$ cat config.mk
export PLATFORM = sky130hd
export DESIGN_NAME = msi_timing
export DESIGN_NICKNAME = d
export VERILOG_FILES = /design/src/hdl/msi_pkg.sv /design/src/hdl/msi_timing.sv
export SDC_FILE = /design/constraint.sdc
export NUM_CORES = 1
export LEC_CHECK = 0
export ABC_AREA = 1
export ABC_CLOCK_PERIOD_IN_PS = 3150
export BUFFER_PORTS_ARGS = -buffer_cell sky130_fd_sc_hd__buf_2
export CAP_MARGIN = 20
export CORE_UTILIZATION = 50
export DETAILED_ROUTE_END_ITERATION = 10
export HOLD_SLACK_MARGIN = 0.15
export PLACE_DENSITY = 0.79
export SLEW_MARGIN = 20
export SYNTH_ARGS = -nofsm -noshare
export SYNTH_HDL_FRONTEND = slang
export SYNTH_SLANG_ARGS = --single-unit
$ cat constraint.sdc
create_clock -name CLOCK_IN -period 3.15 [get_ports CLOCK_IN]
set_input_delay 0.315 -clock CLOCK_IN [delete_from_list [all_inputs] [get_ports CLOCK_IN]]
set_output_delay 0.315 -clock CLOCK_IN [all_outputs]
set_load 0.1 [all_outputs]
$ cat src/hdl/msi_pkg.sv
/*
 Constants and types for the product and saturating-arithmetic pipeline timing control.
 Assumes a core decoder that classifies instructions and names their registers.
*/
// How it works
// RULE1: Product result usable only after Memory ends
// RULE2: Stall consumer needing product in Execute/Memory
// RULE3: Accumulator chaining on previous product never stalls
// RULE4: Basic product: I,S; interlocked I,I,S
// RULE5: Flag-setting basic product: I,I,I,S, no interlock
// RULE6: Long product: I,I,S; interlocked I,I,I,S
// RULE7: Flag-setting long product: four I then S
// RULE8: Halfword product: S; interlocked I,S
// RULE9: Halfword long accumulate: I,S; interlocked I,I,S
// RULE10: Saturating ops one cycle, 32-bit state only
// RULE11: Saturating result needed in Execute stalls
// RULE12: Saturating result needed in Memory never stalls
// RULE13: Saturating: S; interlocked I then S
// RULE14: All product cycles but last internal, data idle
// RULE15: Booth stage consumes 16 multiplier bits per cycle
// RULE16: Compare Execute destination with Decode sources, hold fetch
package msi_pkg;
    localparam int REG_W = 4;
    localparam int BOOTH_BITS = 16;
    localparam logic [2:0] BASE_BASIC = 3'h2;
    localparam logic [2:0] BASE_BASIC_FLAGS = 3'h4;
    localparam logic [2:0] BASE_LONG = 3'h3;
    localparam logic [2:0] BASE_LONG_FLAGS = 3'h5;
    localparam logic [2:0] BASE_HALF = 3'h1;
    localparam logic [2:0] BASE_HALF_LONG = 3'h2;
    localparam logic [2:0] BASE_SAT = 3'h1;

    // Instruction classes handed in by the decoder
    typedef enum logic [3:0] {
        OTHER_OP,
        PRODUCT_OP,
        PRODUCT_ACCUMULATE_OP,
        PRODUCT_FLAGS_OP,
        PRODUCT_ACCUMULATE_FLAGS_OP,
        LONG_PRODUCT,
        LONG_PRODUCT_ACCUMULATE,
        LONG_PRODUCT_FLAGS,
        LONG_ACCUMULATE_FLAGS,
        HALFWORD_PRODUCT,
        HALFWORD_ACCUMULATE,
        HALFWORD_LONG_ACCUMULATE,
        SATURATING_OP
    } msi_class_t;

    // Decoded instruction as seen by the timing control
    typedef struct packed {
        logic valid;
        msi_class_t cls;
        logic [REG_W-1:0] dest;
        logic [REG_W-1:0] src_exec_a;
        logic src_exec_a_used;
        logic [REG_W-1:0] src_exec_b;
        logic src_exec_b_used;
        logic [REG_W-1:0] src_mem;
        logic src_mem_used;
        logic mem_is_accum;
        logic wide_state;
    } msi_fetched_opcode_t;

    // Cycle type on the fetch and data sides
    typedef struct packed {
        logic fetch_request_n;
        logic fetch_sequential;
        logic data_request_n;
        logic data_sequential;
    } msi_bus_t;
endpackage : msi_pkg

$ cat src/hdl/msi_timing.sv
/*
 Execute-stage timing and interlock control for product and saturating instructions.
 Assumes the decoder presents the Decode-stage instruction and advances on ISSUE_OUT.
*/
`timescale 1ns/1ps
module msi_timing
(
    input wire logic CLOCK_IN, // Core clock
    input wire logic SYS_RST_IN, // Async reset, high
    input wire msi_pkg::msi_fetched_opcode_t DECODE_IN, // Instruction in Decode
    output msi_pkg::msi_bus_t BUS_OUT, // Cycle type on both sides
    output logic HOLD_FETCH_OUT, // Keep fetch address
    output logic ISSUE_OUT, // Decode moves to Execute
    output logic STALL_OUT, // Interlock cycle inserted
    output logic UNDEF_OUT, // Saturating op in narrow state
    output logic [2:0] BOOTH_STEP_OUT, // Booth step, 16 bits each
    output logic RESULT_READY_OUT // Late product or saturating result leaves Memory
);

    ////////////////////////////////////////////////////////////////////////////
    // Execute-stage occupant
    msi_pkg::msi_fetched_opcode_t exec_r;
    logic [2:0] left_r;
    logic [2:0] left_nxt;
    logic in_mem_r;
    logic mem_prod_r;
    logic hazard;
    logic producer;
    logic late_class;
    logic exec_match;
    logic mem_match;
    logic sat_in_exec;
    logic internal_cycle;
    logic busy;
    logic issue;
    logic [2:0] base;

    // Base execute length per class
    always_comb
    begin
        base = 3'h1;
        unique case (DECODE_IN.cls)
            msi_pkg::PRODUCT_OP, msi_pkg::PRODUCT_ACCUMULATE_OP:
                base = msi_pkg::BASE_BASIC; // RULE4
            msi_pkg::PRODUCT_FLAGS_OP, msi_pkg::PRODUCT_ACCUMULATE_FLAGS_OP:
                base = msi_pkg::BASE_BASIC_FLAGS; // RULE5
            msi_pkg::LONG_PRODUCT, msi_pkg::LONG_PRODUCT_ACCUMULATE:
                base = msi_pkg::BASE_LONG; // RULE6
            msi_pkg::LONG_PRODUCT_FLAGS, msi_pkg::LONG_ACCUMULATE_FLAGS:
                base = msi_pkg::BASE_LONG_FLAGS; // RULE7
            msi_pkg::HALFWORD_PRODUCT, msi_pkg::HALFWORD_ACCUMULATE:
                base = msi_pkg::BASE_HALF; // RULE8
            msi_pkg::HALFWORD_LONG_ACCUMULATE:
                base = msi_pkg::BASE_HALF_LONG; // RULE9
            msi_pkg::SATURATING_OP:
                base = msi_pkg::BASE_SAT; // RULE10
            msi_pkg::OTHER_OP:
                base = 3'h1;
            default:
                base = 3'h1; // Codes past the last class
        endcase
    end

    // Late-result classes; flag-setting forms finish internally, so they hand nothing on
    always_comb
    begin
        late_class = 1'b0;
        unique case (exec_r.cls)
            msi_pkg::PRODUCT_OP, msi_pkg::PRODUCT_ACCUMULATE_OP:
                late_class = 1'b1; // RULE1
            msi_pkg::LONG_PRODUCT, msi_pkg::LONG_PRODUCT_ACCUMULATE:
                late_class = 1'b1; // RULE1
            msi_pkg::HALFWORD_PRODUCT, msi_pkg::HALFWORD_ACCUMULATE:
                late_class = 1'b1; // RULE1
            msi_pkg::HALFWORD_LONG_ACCUMULATE:
                late_class = 1'b1; // RULE1
            msi_pkg::SATURATING_OP:
                late_class = 1'b1; // RULE11
            msi_pkg::PRODUCT_FLAGS_OP, msi_pkg::PRODUCT_ACCUMULATE_FLAGS_OP:
                late_class = 1'b0; // RULE5
            msi_pkg::LONG_PRODUCT_FLAGS, msi_pkg::LONG_ACCUMULATE_FLAGS:
                late_class = 1'b0; // RULE7
            msi_pkg::OTHER_OP:
                late_class = 1'b0;
            default:
                late_class = 1'b0; // Codes past the last class
        endcase
    end

    // Only a valid late-result occupant of Execute can interlock
    assign producer = exec_r.valid && late_class;

    // Decode sources against the Execute destination
    always_comb
    begin
        exec_match = (DECODE_IN.src_exec_a_used && DECODE_IN.src_exec_a == exec_r.dest)
            || (DECODE_IN.src_exec_b_used && DECODE_IN.src_exec_b == exec_r.dest);
        mem_match = DECODE_IN.src_mem_used && DECODE_IN.src_mem == exec_r.dest;
        sat_in_exec = (exec_r.cls == msi_pkg::SATURATING_OP);
    end

    // Hazard; a saturating result still reaches a Memory-stage user in time
    always_comb
    begin
        hazard = 1'b0;
        if (producer && DECODE_IN.valid)
        begin
            if (exec_match)
                hazard = 1'b1; // RULE2 RULE11 RULE16
            else if (mem_match && !sat_in_exec) // RULE12
                hazard = !DECODE_IN.mem_is_accum; // RULE2 RULE3
        end
    end

    ////////////////////////////////////////////////////////////////////////////
    // Sequencing: stall cycles are internal cycles added ahead of issue
    assign busy = (left_r > 3'h1);
    assign issue = DECODE_IN.valid && !busy && !(hazard && left_r == 3'h1);
    assign STALL_OUT = !busy && hazard && left_r == 3'h1; // RULE16

    always_comb
    begin
        left_nxt = left_r;
        if (busy)
            left_nxt = left_r - 3'h1;
        else if (STALL_OUT)
            left_nxt = 3'h0;
        else if (issue)
            left_nxt = base;
        else
            left_nxt = 3'h1;
    end

    // Count of remaining execute cycles
    always_ff @(posedge CLOCK_IN or posedge SYS_RST_IN)
    begin
        if (SYS_RST_IN)
            left_r <= 3'h1;
        else
            left_r <= left_nxt;
    end

    // Instruction register of Execute; its valid bit is cleared by a stall bubble
    always_ff @(posedge CLOCK_IN or posedge SYS_RST_IN)
    begin
        if (SYS_RST_IN)
            exec_r <= '0;
        else if (issue)
            exec_r <= DECODE_IN;
        else if (STALL_OUT)
            exec_r.valid <= 1'b0; // Producer now in Memory, result comes after
    end

    // Memory-stage occupancy; result usable only once Memory ends
    always_ff @(posedge CLOCK_IN or posedge SYS_RST_IN)
    begin
        if (SYS_RST_IN)
            in_mem_r <= 1'b0;
        else
            in_mem_r <= !busy && exec_r.valid; // RULE1
    end

    // Whether that occupant hands on a late result
    always_ff @(posedge CLOCK_IN or posedge SYS_RST_IN)
    begin
        if (SYS_RST_IN)
            mem_prod_r <= 1'b0;
        else
            mem_prod_r <= producer;
    end
    assign RESULT_READY_OUT = in_mem_r && mem_prod_r; // RULE1

    // Booth step counter, one step of 16 bits per cycle
    always_ff @(posedge CLOCK_IN or posedge SYS_RST_IN)
    begin
        if (SYS_RST_IN)
            BOOTH_STEP_OUT <= 3'h0;
        else if (issue)
            BOOTH_STEP_OUT <= 3'h0;
        else if (busy)
            BOOTH_STEP_OUT <= BOOTH_STEP_OUT + 3'h1; // RULE15
    end

    ////////////////////////////////////////////////////////////////////////////
    // One internal-cycle flag feeds both fetch fields and the hold
    assign internal_cycle = busy || STALL_OUT;

    // Bus cycle types: internal until the last cycle, which fetches sequentially
    always_comb
    begin
        BUS_OUT.fetch_request_n = internal_cycle; // RULE14 RULE13
        BUS_OUT.fetch_sequential = !internal_cycle; // RULE4 RULE8
        BUS_OUT.data_request_n = 1'b1; // RULE14
        BUS_OUT.data_sequential = 1'b0; // Data side idles as I cycles
    end
    assign HOLD_FETCH_OUT = internal_cycle; // RULE16
    assign ISSUE_OUT = issue;
    assign UNDEF_OUT = issue && DECODE_IN.cls == msi_pkg::SATURATING_OP
        && !DECODE_IN.wide_state; // RULE10

endmodule : msi_timing

# After elaboration in Yosys (flattened, before gate mapping)
# Memory sizes are Yosys's and may differ from the RTL's.
# Cells that the tools add are included.
# word_totals
regBits	17
mem_bits_ro	64
mem_count	2
# memory_table
memory	words	width	rd	rd_ports_with_merged_regs	write_ports	line	source
(no name shown)	16	3	1	0	0	msi_timing.sv:42	unique case (DECODE_IN.cls)
(no name shown)	16	1	1	0	0	msi_timing.sv:68	unique case (exec_r.cls)
# op_classes
addsub	2
n_lt_le_gt_ge	1
n_eq_ne	6
n_mux	10
reduce_logical	25
# ops
operator	count
$logic_and A1 B1 Y1	15
$mux W3	5
$eq A4 B4 Y1	3
$eq A4 B4 Y1 const B	2
$logic_not A1 Y1	6
$mux W1	5
$reduce_bool A2 Y1	2
$add A3 B1 Y3 const B	1
$eq A3 B1 Y1 const B	1
$gt A3 B1 Y1 const B	1
$sub A3 B1 Y3 const B	1
$logic_or A1 B1 Y1	2

# Logic depth before layout (Yosys ltp)
# logic_depth
depth_word	12
depth_mapped	12
depth_no_buf	12

# Worst setup path after synthesis
# No wires, ideal clock.
# synth_path
path_type	register to output
from	register exec_r[21] in the netlist's numbering
to	output BUS_OUT[2] in the netlist's numbering
t_arrival_ns	2.599
t_required_ns	2.835
setup_slack_ns	0.236
stages_incl_launch_ff	9
n_path_buf	0
path_cell_list	dfrtp_1 > inv_1 > ha_1 > or2_2 > nand3_1 > nor2_1 > nand2_4 > nand2_1 > inv_1
# synth_rtl
item	line	source
start: declaration	msi_timing.sv:22	msi_pkg::msi_fetched_opcode_t exec_r;
end: declaration	msi_timing.sv:11	output msi_pkg::msi_bus_t BUS_OUT,

# Final worst setup path
# layout_path
from	register left_r[0]
to	output ISSUE_OUT
# layout_via
elab_chain_len	4
word_cells_on_any_way	7
cone_classes	1 x order compare; 1 x eq/ne; 5 x reduce/logical
# layout_rtl
item	line	source
start: declaration	msi_timing.sv:23	logic [2:0] left_r;
start signal: assignment	msi_timing.sv:140	left_r <= left_nxt;
$gt A3 B1 Y1 or $eq A3 B1 Y1 (tied branches)	msi_timing.sv:117, msi_timing.sv:118	
$logic_not A1 Y1 or $logic_and A1 B1 Y1 (tied branches)	msi_timing.sv:118	assign issue = DECODE_IN.valid && !busy && !(hazard && left_r == 3'h1);
$logic_and A1 B1 Y1 or $logic_not A1 Y1 (tied branches)	msi_timing.sv:118	
$logic_and A1 B1 Y1 (*)	msi_timing.sv:118	
end: declaration	msi_timing.sv:13	output logic ISSUE_OUT,
# Mark *: on every way between the ends. The rest lies on a longest branch, timed or not.

==> results.cfg <==
[pwr]
total_power_mw = 1.557
ir_drop_mv = 1.149
p_per_area_nw_per_um2 = 1106
power_leakage_nw = 0.8816

[floorplanning]
die_w_um = 50.76
std_cell_rows = 17
ios = 40
die-area_sq_um = 2576
start_util_pct = 53.22
core_region_area_sq_um = 2233
die_h_um = 50.76

[hold_path]
hold_class = input pin to flop

[worst_setup_path]
crit_type = flop to primary output
startpoint_type = flop
crit_slowest_cell = dfstp_2
max_stage_delay_ns = 0.55
crit_path_cell_trace = ha_1 -> inv_1 -> nor2_1 -> a31oi_2 -> nor2_1 -> nand2_4 -> inv_1 -> buf_2
critPathMaxFanout = 19
worst_ep_required_time_ns = 2.83
cp.arrival_ns = 2.29
cp-end-kind = primary output

[clock_tree]
post_cts_resized = 0
post_cts_buffers = 0
clkTransAtPathRegs_ns = 0.09
root_buffer = clkbuf_4
cts.sinks = 17
cts_tree = yes
cts_buffers = 3
cts_buffer_depth = 2
h-tree-depth = 1
clock_latency_ns = 0.29

[synthesis]
ys_async_sr_fraction_pct = 100.0
ys_ff_latch = 17
synth-xor-area-share_pct = 2.211
synthFlopType = dfrtp_1
syn_area_sq_um = 1189
synth_top_family_by_area = simple AND/OR/NAND/NOR gates
yosys.area_share.adder_pct = 7.368
syn_area_per_cell_sq_um = 6.911
muxShareOfSynthArea_pct = 0
synth-simple-area-share_pct = 31.37
yosys_warnings = 0
postSynthCellCount = 172
ys_seq_area_share_pct = 35.89
synthDistinctLibCells = 22
synth_compound_area_share_pct = 8.632
synth_edf_count = 0
synth_nets = 207

[sta]
fmax_mhz = 383.3
final.setup.tns_ns = 0
grt_setup_unrepaired = no
final-setup-viol-count = 0
layout_setup_ws_ns = 0.5414
finalHoldViolations = 0
min_period_over_period_pct = 82.81
worst_pin_slew_ns = 0.6341
min_period_ns = 2.609
clock_skew_ns = 0.002312
whs_ns = 0.2139
slew_headroom_pct = 57.68
slew_violations = 0

[final_layout]
design_area_sq_um = 1408
layout-drive-gt1-share_pct = 23.33
area.growth.synth_to_final_pct = 18.42
diodes = 0
stdcell_count = 238
final_util_pct = 63.03
finalNetCount = 246

[detailed_routing]
antenna_left = 0
finalWirelength_um = 2297
via_count = 1111
drt-initial-drc-count = 17
firstDrtPassIters = 4
vias_per_cell = 4.668
wl_per_cell_um = 9.651
drc = 0

[placed_design]
postPlaceCellArea_sq_um = 1371
gp_congestion = 0.8381
dp_slack_ns = 0.8664
dp_hpwl_um = 1832
dp.cells = 233
portBuffers = 37

[grt]
overflow = 0
grt_max_degree = 20
grt_pass1_vias = 942
antenna_found_initial = 0
grt.total_usage_pct = 19.11
grt_pass1_wl_um = 3732

[status]
outcome = completed

[flow_run]
maxCapViolations = 0
-- timing repair --
item	CTS	global route
setup endpoints to repair	0	0
hold endpoints to repair	16	0
hold buffers	1	0
-- layout make-up --
cell class              instances  area, sq um
repair buffers                 38        195.2
multi-input cells             117        596.8
fillers                       207        825.8
flip-flops and latches         17        426.7
well taps                      28        35.03
clock buffers                   4        26.28
inverters                      34        127.6
-- state kept, by name, summed over array words and instances (netlist names) --
signal          flops
exec_r              9
in_mem_r            1
mem_prod_r          1
left_r              3
BOOTH_STEP_OUT      3
-- power by group --
| group | internal [mW] | switching [mW] |
|---|---|---|
| Sequential | 0.331 | 0.0883 |
| Combinational | 0.249 | 0.773 |
| Clock | 0.0493 | 0.0668 |
-- synth_stat cells (2+ instances only) --
master    number  share of area, %
o21ai_0       12               5.1
a21oi_1        2              0.84
nand3_1        8               3.4
nand2_4        2               1.9
ha_1           7               7.4
nor2_1        18               5.7
xnor2_1        3               2.2
buf_4          3               1.9
o21bai_1       2               1.3
inv_1         33                10
dfrtp_1       16                34
nand2_1       54                17
or2_2          2               1.1
conb_1         2              0.63
-- per-layer routing --
layer  vias up  wire [um]  track usage, %  share of wire (%)
met4         0         25           5.556                1.1
met5         -          0               0                  0
met2        32       1092           34.67                 48
met1       486       1066           23.53                 46
li1        590          -               -                  -
met3         3        113           2.121                4.9
-- placed cells by master, fill, tap and decap left out, types with 3 or more instances in the layout --
master,count
buf_2,37
o21ai_0,12
dfrtp_1,16
inv_1,33
clkbuf_4,3
xnor2_1,3
nand2_1,54
nor2_1,18
ha_1,7
nand3_1,8
-- logic make-up after synthesis --
family / after synthesis
buffers and inverters: 38
AOI/OAI and AO/OA: 18
other: 2
and+or+nand+nor: 87
xor gates and xnor gates: 3
DFF: 17
adders and majority gates: 7
-- worst max-delay path, delay by kind of cell (launching register included) --
family / cells / cell delay [ns]
adders and majority gates: 1 / 0.14
AOI/OAI and AO/OA: 1 / 0.10
buffers and inverters: 3 / 0.66
DFF: 1 / 0.55
and+or+nand+nor: 3 / 0.56
-- path summary, 6_finish.rpt --
path	startpoint	end	slack, ns	cells after the start
worst max register to register	left_r[0]$_DFF_PP1_	exec_r[19]$_DFFE_PP0N_	1.39	10
worst min-delay path	DECODE_IN[20]	exec_r[20]$_DFFE_PP0N_	0.21	3
max in group asynchronous	SYS_RST_IN	exec_r[17]$_DFFE_PP0N_	2.09	3
min in group asynchronous	SYS_RST_IN	mem_prod_r$_DFF_PP0_	0.65	3
worst max-delay path	left_r[0]$_DFF_PP1_	ISSUE_OUT	0.54	8
worst min register to register	exec_r[21]$_DFFE_PP0N_	exec_r[21]$_DFFE_PP0N_	0.51	2
(Power assumes the default switching activity.)
